[src/shared/watch_defs.vh]
// Purpose: Constants for the watch comparator block
// Assumes: 32-bit APB, one word per register
// Notes:   Offsets and field positions are named here only
`ifndef WATCH_DEFS_VH
`define WATCH_DEFS_VH

// ---------------------------------------------------------------
// Sizes
// ---------------------------------------------------------------
`define NUM_COMP        4
`define NUM_VALUE_COMP  2
`define IDX_W           2
`define ADDR_W          12

// ---------------------------------------------------------------
// Register map (per comparator stride, byte addresses)
// ---------------------------------------------------------------
`define OFS_CTRL        12'h000
`define OFS_CYCLE_COUNTER      12'h004
`define OFS_COMP_BASE   12'h020
`define COMP_STRIDE_SH  4
`define SUB_COMP        2'h0
`define SUB_MASK        2'h1
`define SUB_FUNC        2'h2

// ---------------------------------------------------------------
// Control register fields
// ---------------------------------------------------------------
`define CTRL_CYCENA     0
`define CTRL_NOCYC      25

// ---------------------------------------------------------------
// Config register fields
// ---------------------------------------------------------------
`define F_ACT_LO        0
`define F_ACT_HI        3
`define F_CYC           7
`define F_VAL           8
`define F_LNK1          9
`define F_SIZE_LO       10
`define F_SIZE_HI       11
`define F_LA_LO         12
`define F_LA_HI         15
`define F_LB_LO         16
`define F_LB_HI         19
`define F_RANGE         5
`define F_WR_MASK       32'h000ffdaf

// ---------------------------------------------------------------
// Action codes
// ---------------------------------------------------------------
`define ACT_OFF         4'h0
`define ACT_TRACE_PC    4'h1
`define ACT_WP          4'h4
`define ACT_WP_RD       4'h5
`define ACT_WP_WR       4'h6
`define ACT_WP_RW       4'h7
`define ACT_MATCH       4'h8
`define ACT_MATCH_RD    4'h9
`define ACT_MATCH_WR    4'ha
`define ACT_MATCH_RW    4'hb

// ---------------------------------------------------------------
// Sizes of value compare and of access
// ---------------------------------------------------------------
`define VSZ_BYTE        2'h0
`define VSZ_HALF        2'h1
`define VSZ_WORD        2'h2
`define ASZ_BYTE        2'h0
`define ASZ_HALF        2'h1
`define ASZ_WORD        2'h2

`define MASK_W          5
`define ZERO32          32'h00000000
`define PSLVERR_UNMAP   1'b1

`endif

[src/rtl/watch_value_match.v]
// Purpose: Inexact data value compare for one comparator
// Assumes: Little-endian data, compare value replicated by software
// Notes:   Pure combinational, one instance per comparator
`timescale 1ns/1ps
`include "watch_defs.vh"

module watch_value_match (
  input  wire [1:0]  value_size,
  input  wire [31:0] compare_value,
  input  wire [1:0]  acc_size,
  input  wire [31:0] acc_data,
  output reg         hit
);

  wire [7:0]  cb = compare_value[7:0];
  wire [15:0] ch = compare_value[15:0];

  // -------------------------------------------------------------
  // Lane compare
  // -------------------------------------------------------------
  always @* begin
    hit = 1'b0;
    case (value_size)
      `VSZ_BYTE: begin
        case (acc_size)
          `ASZ_BYTE: hit = (cb == acc_data[7:0]);
          `ASZ_HALF: hit = (cb == acc_data[7:0]) ||
                           (cb == acc_data[15:8]);
          `ASZ_WORD: hit = (cb == acc_data[7:0]) ||
                           (cb == acc_data[15:8]) ||
                           (cb == acc_data[23:16]) ||
                           (cb == acc_data[31:24]);
          default:   hit = 1'b0;
        endcase
      end
      `VSZ_HALF: begin
        case (acc_size)
          `ASZ_HALF: hit = (ch == acc_data[15:0]);
          `ASZ_WORD: hit = (ch == acc_data[15:0]) ||
                           (ch == acc_data[23:8]) ||
                           (ch == acc_data[31:16]);
          default:   hit = 1'b0;
        endcase
      end
      `VSZ_WORD: hit = (acc_size == `ASZ_WORD) &&
                       (compare_value == acc_data);
      // Size 11 result is unknown; never matching is the safe pick
      default:   hit = 1'b0;
    endcase
  end

endmodule // watch_value_match

[src/rtl/watch_cycle_value_compare.v]
// Purpose: Cycle count and data value watch comparators behind APB
// Assumes: Access and commit strobes arrive from core logic on pclk
// Notes:   Address compare is done outside; its hits come in per unit
//
// The register offsets and the APB slave port were decided locally.
`timescale 1ns/1ps
`include "watch_defs.vh"

module watch_cycle_value_compare #(
  parameter CYC_PRESENT = 1
) (
  input  wire                  pclk,
  input  wire                  presetn,
  input  wire                  psel,
  input  wire                  penable,
  input  wire                  pwrite,
  input  wire [`ADDR_W-1:0]    paddr,
  input  wire [31:0]           pwdata,
  output reg  [31:0]           prdata,
  output wire                  pready,
  output wire                  pslverr,
  input  wire                  commit_valid,
  input  wire                  acc_valid,
  input  wire                  acc_write,
  input  wire [1:0]            acc_size,
  input  wire [31:0]           acc_data,
  input  wire [31:0]           acc_pc,
  input  wire [`NUM_COMP-1:0]  addr_hit,
  output wire [`NUM_COMP-1:0]  address_mask_nonzero,
  output reg                   watch_event,
  output reg                   trace_req,
  output reg  [31:0]           trace_pc,
  output reg  [`NUM_COMP-1:0]  comparator_match_out
);

  // -------------------------------------------------------------
  // Registers
  // -------------------------------------------------------------
  reg  [31:0]          compare_value [0:`NUM_COMP-1];
  reg  [`MASK_W-1:0]   address_mask [0:`NUM_COMP-1];
  reg  [31:0]          comparator_config [0:`NUM_COMP-1];
  reg                  cyc_enable;
  reg  [31:0]          cycle_counter;

  wire cycle_counter_absent = (CYC_PRESENT == 0);

  // -------------------------------------------------------------
  // APB decode
  // -------------------------------------------------------------
  wire        acc_cyc  = psel & penable;
  wire        is_ctrl  = (paddr == `OFS_CTRL);
  wire        is_cnt   = (paddr == `OFS_CYCLE_COUNTER);
  wire [11:0] rel      = paddr - `OFS_COMP_BASE;
  wire [1:0]  sub      = rel[3:2];
  wire [`IDX_W-1:0] cidx = rel[`COMP_STRIDE_SH+`IDX_W-1:`COMP_STRIDE_SH];
  wire        in_comp  = (paddr >= `OFS_COMP_BASE) &&
                         (rel[11:`COMP_STRIDE_SH+`IDX_W] == 6'h00) &&
                         (rel[1:0] == 2'h0) && (sub != 2'h3);
  wire        mapped   = is_ctrl | is_cnt | in_comp;

  assign pready  = 1'b1;
  assign pslverr = acc_cyc & ~mapped & `PSLVERR_UNMAP;

  function has_value;
    input [`IDX_W-1:0] i;
    begin
      has_value = (i < `NUM_VALUE_COMP);
    end
  endfunction

  // Writable config bits per comparator: hardwired bits dropped
  function [31:0] cfg_wr;
    input [`IDX_W-1:0] i;
    input [31:0]       d;
    begin
      cfg_wr = d & `F_WR_MASK;
      cfg_wr[`F_LNK1] = 1'b0;
      if (!has_value(i)) begin
        cfg_wr[`F_VAL] = 1'b0;
        cfg_wr[`F_LB_HI:`F_LB_LO] = 4'h0;
      end
      if ((i != 0) || cycle_counter_absent)
        cfg_wr[`F_CYC] = 1'b0;
    end
  endfunction

  integer k;
  always @(posedge pclk or negedge presetn) begin
    if (!presetn) begin
      for (k = 0; k < `NUM_COMP; k = k + 1) begin
        compare_value[k]     <= `ZERO32;
        address_mask[k]      <= 5'h00;
        comparator_config[k] <= `ZERO32;
      end
      cyc_enable <= 1'b0;
    end else if (acc_cyc && pwrite && in_comp) begin
      case (sub)
        `SUB_COMP: compare_value[cidx] <= pwdata;
        `SUB_MASK: address_mask[cidx] <= pwdata[`MASK_W-1:0];
        `SUB_FUNC: comparator_config[cidx] <= cfg_wr(cidx, pwdata);
        default:   compare_value[cidx] <= compare_value[cidx];
      endcase
    end else if (acc_cyc && pwrite && is_ctrl) begin
      cyc_enable <= pwdata[`CTRL_CYCENA] & ~cycle_counter_absent;
    end
  end

  // Counter runs only when enabled; software may also load it
  always @(posedge pclk or negedge presetn) begin
    if (!presetn)
      cycle_counter <= `ZERO32;
    else if (acc_cyc && pwrite && is_cnt)
      cycle_counter <= pwdata;
    else if (cyc_enable)
      cycle_counter <= cycle_counter + 32'h00000001;
  end

  // Link b present only on value comparators
  function [31:0] cfg_rd;
    input [`IDX_W-1:0] i;
    begin
      cfg_rd = comparator_config[i];
      cfg_rd[`F_LNK1] = has_value(i);
    end
  endfunction

  always @(posedge pclk or negedge presetn) begin
    if (!presetn) begin
      prdata <= `ZERO32;
    end else if (psel && !penable && !pwrite) begin
      prdata <= `ZERO32;
      if (is_ctrl) begin
        prdata[`CTRL_CYCENA] <= cyc_enable;
        prdata[`CTRL_NOCYC]  <= cycle_counter_absent;
      end else if (is_cnt) begin
        prdata <= cycle_counter;
      end else if (in_comp) begin
        case (sub)
          `SUB_COMP: prdata <= compare_value[cidx];
          `SUB_MASK: prdata <= {27'h0000000, address_mask[cidx]};
          `SUB_FUNC: prdata <= cfg_rd(cidx);
          default:   prdata <= `ZERO32;
        endcase
      end
    end
  end

  // -------------------------------------------------------------
  // Match logic
  // -------------------------------------------------------------
  wire [`NUM_COMP-1:0] vhit;
  reg  [`NUM_COMP-1:0] next_match;
  reg  [`NUM_COMP-1:0] next_wp;
  reg  [`NUM_COMP-1:0] next_tr;

  genvar g;
  generate
    for (g = 0; g < `NUM_COMP; g = g + 1) begin : gen_vm
      watch_value_match u_vm (
        .value_size    (comparator_config[g][`F_SIZE_HI:`F_SIZE_LO]),
        .compare_value (compare_value[g]),
        .acc_size      (acc_size),
        .acc_data      (acc_data),
        .hit           (vhit[g])
      );
      assign address_mask_nonzero[g] = |address_mask[g];
    end
  endgenerate

  reg [3:0]        act;
  reg [`IDX_W-1:0] la;
  reg [`IDX_W-1:0] lb;
  reg              do_a;
  reg              do_b;
  reg              hit;
  reg              rd_ok;
  reg              wr_ok;
  integer n;
  always @* begin
    next_match = {`NUM_COMP{1'b0}};
    next_wp    = {`NUM_COMP{1'b0}};
    next_tr    = {`NUM_COMP{1'b0}};
    act = 4'h0;
    la = {`IDX_W{1'b0}};
    lb = {`IDX_W{1'b0}};
    do_a = 1'b0;
    do_b = 1'b0;
    hit = 1'b0;
    rd_ok = 1'b0;
    wr_ok = 1'b0;
    for (n = 0; n < `NUM_COMP; n = n + 1) begin
      act = comparator_config[n][`F_ACT_HI:`F_ACT_LO];
      if (n == 0 && !cycle_counter_absent &&
          comparator_config[n][`F_CYC] &&
          !comparator_config[n][`F_VAL]) begin
        if (commit_valid &&
            cycle_counter == compare_value[n]) begin
          case (act)
            `ACT_TRACE_PC: next_tr[n]    = 1'b1;
            `ACT_WP:       next_wp[n]    = 1'b1;
            `ACT_MATCH:    next_match[n] = 1'b1;
            default:       next_tr[n]    = 1'b0;
          endcase
        end
      end else if (has_value(n[`IDX_W-1:0]) &&
                   comparator_config[n][`F_VAL]) begin
        la = comparator_config[n][`F_LA_LO+`IDX_W-1:`F_LA_LO];
        lb = comparator_config[n][`F_LB_LO+`IDX_W-1:`F_LB_LO];
        // Second link exists exactly on the value comparators
        do_b = has_value(n[`IDX_W-1:0]) && (lb != n);
        do_a = (la != n);
        if (do_a || do_b)
          hit = ((do_a && addr_hit[la]) ||
                 (do_b && addr_hit[lb])) && vhit[n];
        else
          hit = vhit[n];
        rd_ok = acc_valid && !acc_write && hit;
        wr_ok = acc_valid && acc_write && hit;
        case (act)
          `ACT_WP_RD:    next_wp[n]    = rd_ok;
          `ACT_WP_WR:    next_wp[n]    = wr_ok;
          `ACT_WP_RW:    next_wp[n]    = rd_ok | wr_ok;
          `ACT_MATCH_RD: next_match[n] = rd_ok;
          `ACT_MATCH_WR: next_match[n] = wr_ok;
          `ACT_MATCH_RW: next_match[n] = rd_ok | wr_ok;
          default:       next_wp[n]    = 1'b0;
        endcase
      end
    end
  end

  // -------------------------------------------------------------
  // Outputs: one pulse per matching access or commit
  // -------------------------------------------------------------
  always @(posedge pclk or negedge presetn) begin
    if (!presetn) begin
      watch_event          <= 1'b0;
      trace_req            <= 1'b0;
      trace_pc             <= `ZERO32;
      comparator_match_out <= {`NUM_COMP{1'b0}};
    end else begin
      watch_event          <= |next_wp;
      trace_req            <= |next_tr;
      comparator_match_out <= next_match;
      if (|next_tr)
        trace_pc <= acc_pc;
    end
  end

endmodule // watch_cycle_value_compare

[config.mk]
export PLATFORM = sky130hd
export DESIGN_NAME = watch_cycle_value_compare
export DESIGN_NICKNAME = d
export VERILOG_FILES = /design/src/rtl/watch_value_match.v /design/src/rtl/watch_cycle_value_compare.v
export VERILOG_INCLUDE_DIRS = /design/src /design/src/shared
export SDC_FILE = /design/constraint.sdc
export NUM_CORES = 1
export LEC_CHECK = 0
export BUFFER_PORTS_ARGS = -buffer_cell sky130_fd_sc_hd__buf_2
export CORE_ASPECT_RATIO = 0.75
export CORE_MARGIN = 2
export CORE_UTILIZATION = 59
export CTS_CLUSTER_DIAMETER = 50
export DETAILED_ROUTE_END_ITERATION = 12
export GPL_ROUTABILITY_DRIVEN = 0
export PLACE_DENSITY = 0.81
export SETUP_SLACK_MARGIN = 0.15
export SYNTH_ARGS = -nofsm -noshare
export SYNTH_HDL_FRONTEND = slang
export SYNTH_SLANG_ARGS = --single-unit
[constraint.sdc]
create_clock -name pclk -period 4.3 [get_ports pclk]
set_input_delay 1.29 -clock pclk [delete_from_list [all_inputs] [get_ports pclk]]
set_output_delay 1.29 -clock pclk [all_outputs]
set_load 0.02 [all_outputs]
-- Word-level counts from Yosys, hierarchy flattened
Index checks and enable logic that the tools add are counted.
- add/subtract/negate cells: 2
- multipliers: 0
- divide/modulo/power cells: 0
- magnitude comparators: 8
- equality and inequality tests: 44
- shift-type cells: 0
- muxes and demuxes: 72
- bitwise operators: 10
- reductions and logical operators: 65
- operator list (operator ; count):
    128-bit bitwise mux ; 3
    32-bit 2-to-1 mux ; 9
    128-bit one-hot mux with 2 select lines ; 1
    32-bit binary-select mux with 2-bit select ; 2
    16-bit == test ; 6
    32-bit == test ; 3
    32-bit one-hot mux with 3 select lines ; 1
    32-bit demux with 2-bit select ; 1
    8-bit == test ; 8
    32-bit by 1-bit adder with 32-bit output, second input constant ; 1
    1-bit 2-to-1 mux ; 30
    4-bit by 3-bit == test with 1-bit output, second input constant ; 7
    4-bit == test, second input constant ; 7
    1-bit logical AND ; 26
    24-bit 2-to-1 mux ; 1
    1-bit one-hot mux with 3 select lines ; 8
    20-bit bitwise mux ; 1
    5-bit OR reduction ; 4
    5-bit 2-to-1 mux ; 3
    1-bit logical OR ; 14
    12-bit by 3-bit == test with 1-bit output, second input constant ; 1
    12-bit by 6-bit greater-or-equal comparator with 1-bit output, second input constant ; 1
    12-bit logical NOT ; 1
    2-bit by 3-bit < comparator with 1-bit output, second input constant ; 4
    other kinds (25) ; 58
- bits in registers: 377
- bits in latches: 0
- memory bits (writable): 0
- ROM bits: 0
- input bits: 122
- output and inout bits: 76
- logic and storage cells: 220
- memories: 0

-- Longest topological paths before layout
- depth after elaboration: 16
- gate-level depth with buffers: 12
- depth with buffers taken out: 9

-- By module
Synthesis repeated with hierarchy kept, for this count alone.
- cells, all modules: 1466
- area, all modules: 17569.4 um2
- by module, submodules not included (module ; instances ; cells each ; area each (um2) ; seq. area each (um2)):
    watch_cycle_value_compare ; 1 ; 1220 ; 15579.9 ; 7932.6
    watch_value_match ; 2 ; 123 ; 994.7 ; 0.0

-- Worst setup path before layout
Ideal clock, no wire load.
- kind: input -> output
- start point: input port paddr[5]
- end point: output port pslverr
- data arrival time: 2.946 ns
- data required time: 3.010 ns
- slack: 0.064 ns
- stages on the path: 8
- buffers on the path: 2
- cells stage by stage: buf_2 -> inv_1 -> ha_1 -> and3b_1 -> a31oi_1 -> nor4b_2 -> buf_4 -> nor4_1
- longest elaborated chain between the ends: 8
- elaborated cells on any way between the ends: 12
- classes of those cells: 1 x add/sub; 1 x order compare; 1 x eq/ne; 4 x bitwise; 5 x reduce/logical
- ends and longest elaborated chain (item ; RTL line ; text):
    start, declared ; watch_cycle_value_compare.v:17 ; input wire [`ADDR_W-1:0] paddr,
    12-bit by 6-bit subtractor with 12-bit output (no line) ; - ;
    6-bit logical NOT ; watch_cycle_value_compare.v:57 ; (rel[11:`COMP_STRIDE_SH+`IDX_W] == 6'h00) &&
    1-bit logical AND (3 in series) ; watch_cycle_value_compare.v:56 ; wire in_comp = (paddr >= `OFS_COMP_BASE) &&
    1-bit OR (*) ; watch_cycle_value_compare.v:59 ; wire mapped = is_ctrl | is_cnt | in_comp;
    1-bit inverter (*) ; watch_cycle_value_compare.v:62 ; assign pslverr = acc_cyc & ~mapped & `PSLVERR_UNMAP;
    1-bit bitwise AND (*) ; watch_cycle_value_compare.v:62 ;
    end, declared ; watch_cycle_value_compare.v:21 ; output wire pslverr,
Every way passes the cells marked *; elsewhere a longest branch is shown, timed or not.

-- Worst setup path after layout
- start point: input port paddr[6]
- end point: output port pslverr
Same word-level chain as after synthesis.

==> summary.txt <==
Critical path
  • Crit Path Category: in -> out
  • Worst R2R End: cycle_counter[30]
  • R2r startpoint: cycle_counter[0]
  • Worst R2R Path Depth: 8
  • Crit. End Element: output port
  • CP Data Arrival Time: 2.68 ns
  • Worst Path Required: 3.01 ns
  • Setup crit start: paddr[6]
  • Register-to-register setup slack: 1.29 ns
  • Crit start category: primary input
  • Worst Path Max Fanout: 4

Yosys
  • EDFF count, synth: 0
  • Area leader, netlist: dfrtp_1
  • Syn Area/Cell: 10.76 um2
  • Seq cells post-synth: 317
  • Top post-synthesis cells by area: dfrtp_1 47%, mux4_2 7.5%, mux2_2 6.8%
  • Post-Synth Adder-Cell Area: 0.7453%
  • XOR/XNOR Fraction of Synth Area: 10.80%
  • Largest family of logic cells by synthesized area: multiplexers
  • Simple-Gate Fraction of Synth Area: 11.40%
  • Seq/Total Area, Yosys: 47.25%
  • Main flop type after synthesis: dfrtp_1
  • Compound-Gate Fraction of Synth Area: 9.167%
  • Post-synth design cell area: 16790 um2
  • Area share of the largest cell type after synthesis: 47.25%
  • Post-synth cell types: 57
  • Post-synth ARST share: 100.0%
  • YS warnings: 0
  • Mux share of post-synthesis cell area: 16.91%
  • Post-Syn Instances: 1560

Clock network
  • Clk Latency, worst-skew pair: 0.52 ns
  • Max Root-Sink Buffers: 3
  • CTS tree: built
  • Hold Buf Count CTS: 0
  • Total CTS buffers: 34
  • CTS resizes: 0
  • Clock-pin slew on the worst setup and hold paths: 0.06 ns
  • Number of H-tree levels: 2
  • Clock Sinks: 317
  • CTS Root Cell: clkbuf_16
  • Post-CTS Setup Inserts: 0

Floorplanning
  • Chip Width: 198.8 um
  • Core Region: 27980 um2
  • Site Rows: 53
  • Starting Density: 59.99%
  • Die height: 150.1 um
  • Ports: 198
  • Die area: 29830 um2

Global routing
  • GRT Util Overall: 33.38%
  • First-pass GRT wire length: 75760 um
  • Number of global-route vias before repair: 13374
  • Initial antenna violation count: 2
  • Largest net degree at the start of global routing: 93
  • GRT overflow: 0

Drt
  • Routed vias: 13252
  • ANT nets after route: 0
  • 1st-iter DRT viols: 1364
  • Routed wire per std cell: 23.05 um
  • Vias per cell: 6.335
  • DRC violations left: 0
  • Final WL: 48210 um
  • Detailed Routing Iterations Pass 1: 7

Timing
  • Hold WS: 0.4753 ns
  • Max-slew violations: 0
  • Crit share post-route: 92.37%
  • Skew final: 0.01730 ns
  • Setup TNS: 0 ns
  • Final setup fails: 0
  • Worst slew margin: 33.40%
  • Fmax: 0.2518 GHz
  • Final hold violation count: 0
  • RSZ-0062 raised after global routing: false
  • PnR worst setup slack: 0.3279 ns
  • Worst-Margin Slew: 0.9991 ns
  • Tmin final: 3.972 ns

Power and ir drop
  • Maximum VDD drop: 0.2645 mV
  • Leakage dissipation: 8.686 nW
  • Tot Pwr: 6.429 mW
  • Power Dens Cells: 337.5 nW/um2

Finish
  • Final Cell Area: 19050 um2
  • Layout area overhead: 13.46%
  • Most frequent cells in the layout: 317 x dfrtp_1, 197 x nand2_1, 192 x buf_2, 161 x o21ai_0, 113 x xnor2_1
  • Fin cells: 2092
  • Final Core Density: 68.07%
  • Fin nets: 1813
  • Most common cell after layout, fill and taps aside: dfrtp_1
  • Layout cells sized above 1: 26.33%

Min path
  • Path type of the worst min-delay path: reg -> reg
  • Cell depth of the worst hold path: 2
  • Worst Hold Path EP: prdata[26]
  • Hold path startpoint: prdata[26]

Placed design
  • Setup slack at placement: 0.3060 ns
  • Dpl hpwl: 33220 um
  • Placed Cells: 2030
  • # port buffers: 194
  • Post-DP Area: 17910 um2

Flow run
  • Max-cap violation count: 0

Run status
  • Outcome: complete, no violations
==> metal layers <==
metal	GRT usage (%)	routed length [um]	vias to the layer above	part of all wire [%]
met5	0	9	-	0.019
met4	13.13	1879	2	3.9
met3	6.942	4788	158	9.9
met2	51.61	22560	738	47
met1	46.62	18980	6663	39
li1	-	-	5691	-
==> worst max-delay path, cell delays in order <==
cell	delay, ns
buf_2	0.11
or4_1	0.51
nor3_1	0.32
and2_1	0.22
nor4_2	0.06
buf_2	0.17
==> cells in the mapped netlist (all sizes together) (2+ instances only) <==
library cell	n
a2111oi	2
a21oi	54
a221o	2
a22o	20
a22oi	18
and2	4
and3	4
buf	38
clkbuf	96
conb	2
dfrtp	317
ha	10
inv	10
mux2	109
mux2i	35
mux4	56
nand2	198
nand2b	6
nand3	18
nand4	34
nor2	72
nor2b	14
nor3	16
nor3b	2
nor4	27
o21ai	166
o22ai	2
or3	5
or4	2
xnor2	113
xor2	94
==> area by class of cell <==
cell class / instances / area (um2)
timing repair buffer: 218 / 1201
antenna: 2 / 5.005
multi-input combinational: 1100 / 8257
sequential: 317 / 7933
inverter: 10 / 37.54
tap: 385 / 481.7
clock buffer: 50 / 1022
fill: 2103 / 8936
clock inverter: 10 / 111.4
==> how the worst max path moves through the flow <==
stage	slack, ns	end	depth (start not counted)
2_1_floorplan	0.17	pslverr	8
3_3_place_gp	0.31	pslverr	6
3_5_place_dp	0.31	pslverr	6
4_1_cts	0.31	pslverr	6
5_1_grt	0.21	pslverr	6
6_report	0.33	pslverr	6
==> logic make-up after synthesis <==
group / Yosys count
AO/OA/AOI/OAI: 273
XOR/XNOR: 207
adder cells (fa/ha/maj): 10
buffers and inverters: 144
flip-flops: 317
multiplexers: 200
other: 2
AND/OR/NAND/NOR: 407
==> state kept, by name, indices dropped and copies added (netlist names), 2 cells and up <==
register	flops
compare_value	128
comparator_match_out	2
address_mask	20
act	4
comparator_config	64
trace_pc	32
prdata	32
cycle_counter	32
==> where the power goes <==
part	internal [mW]	switching, mW
clock	1.77	1.21
sequential	2.99	0.0219
combinational	0.152	0.276
total	4.92	1.51
(Power assumes the default switching activity.)
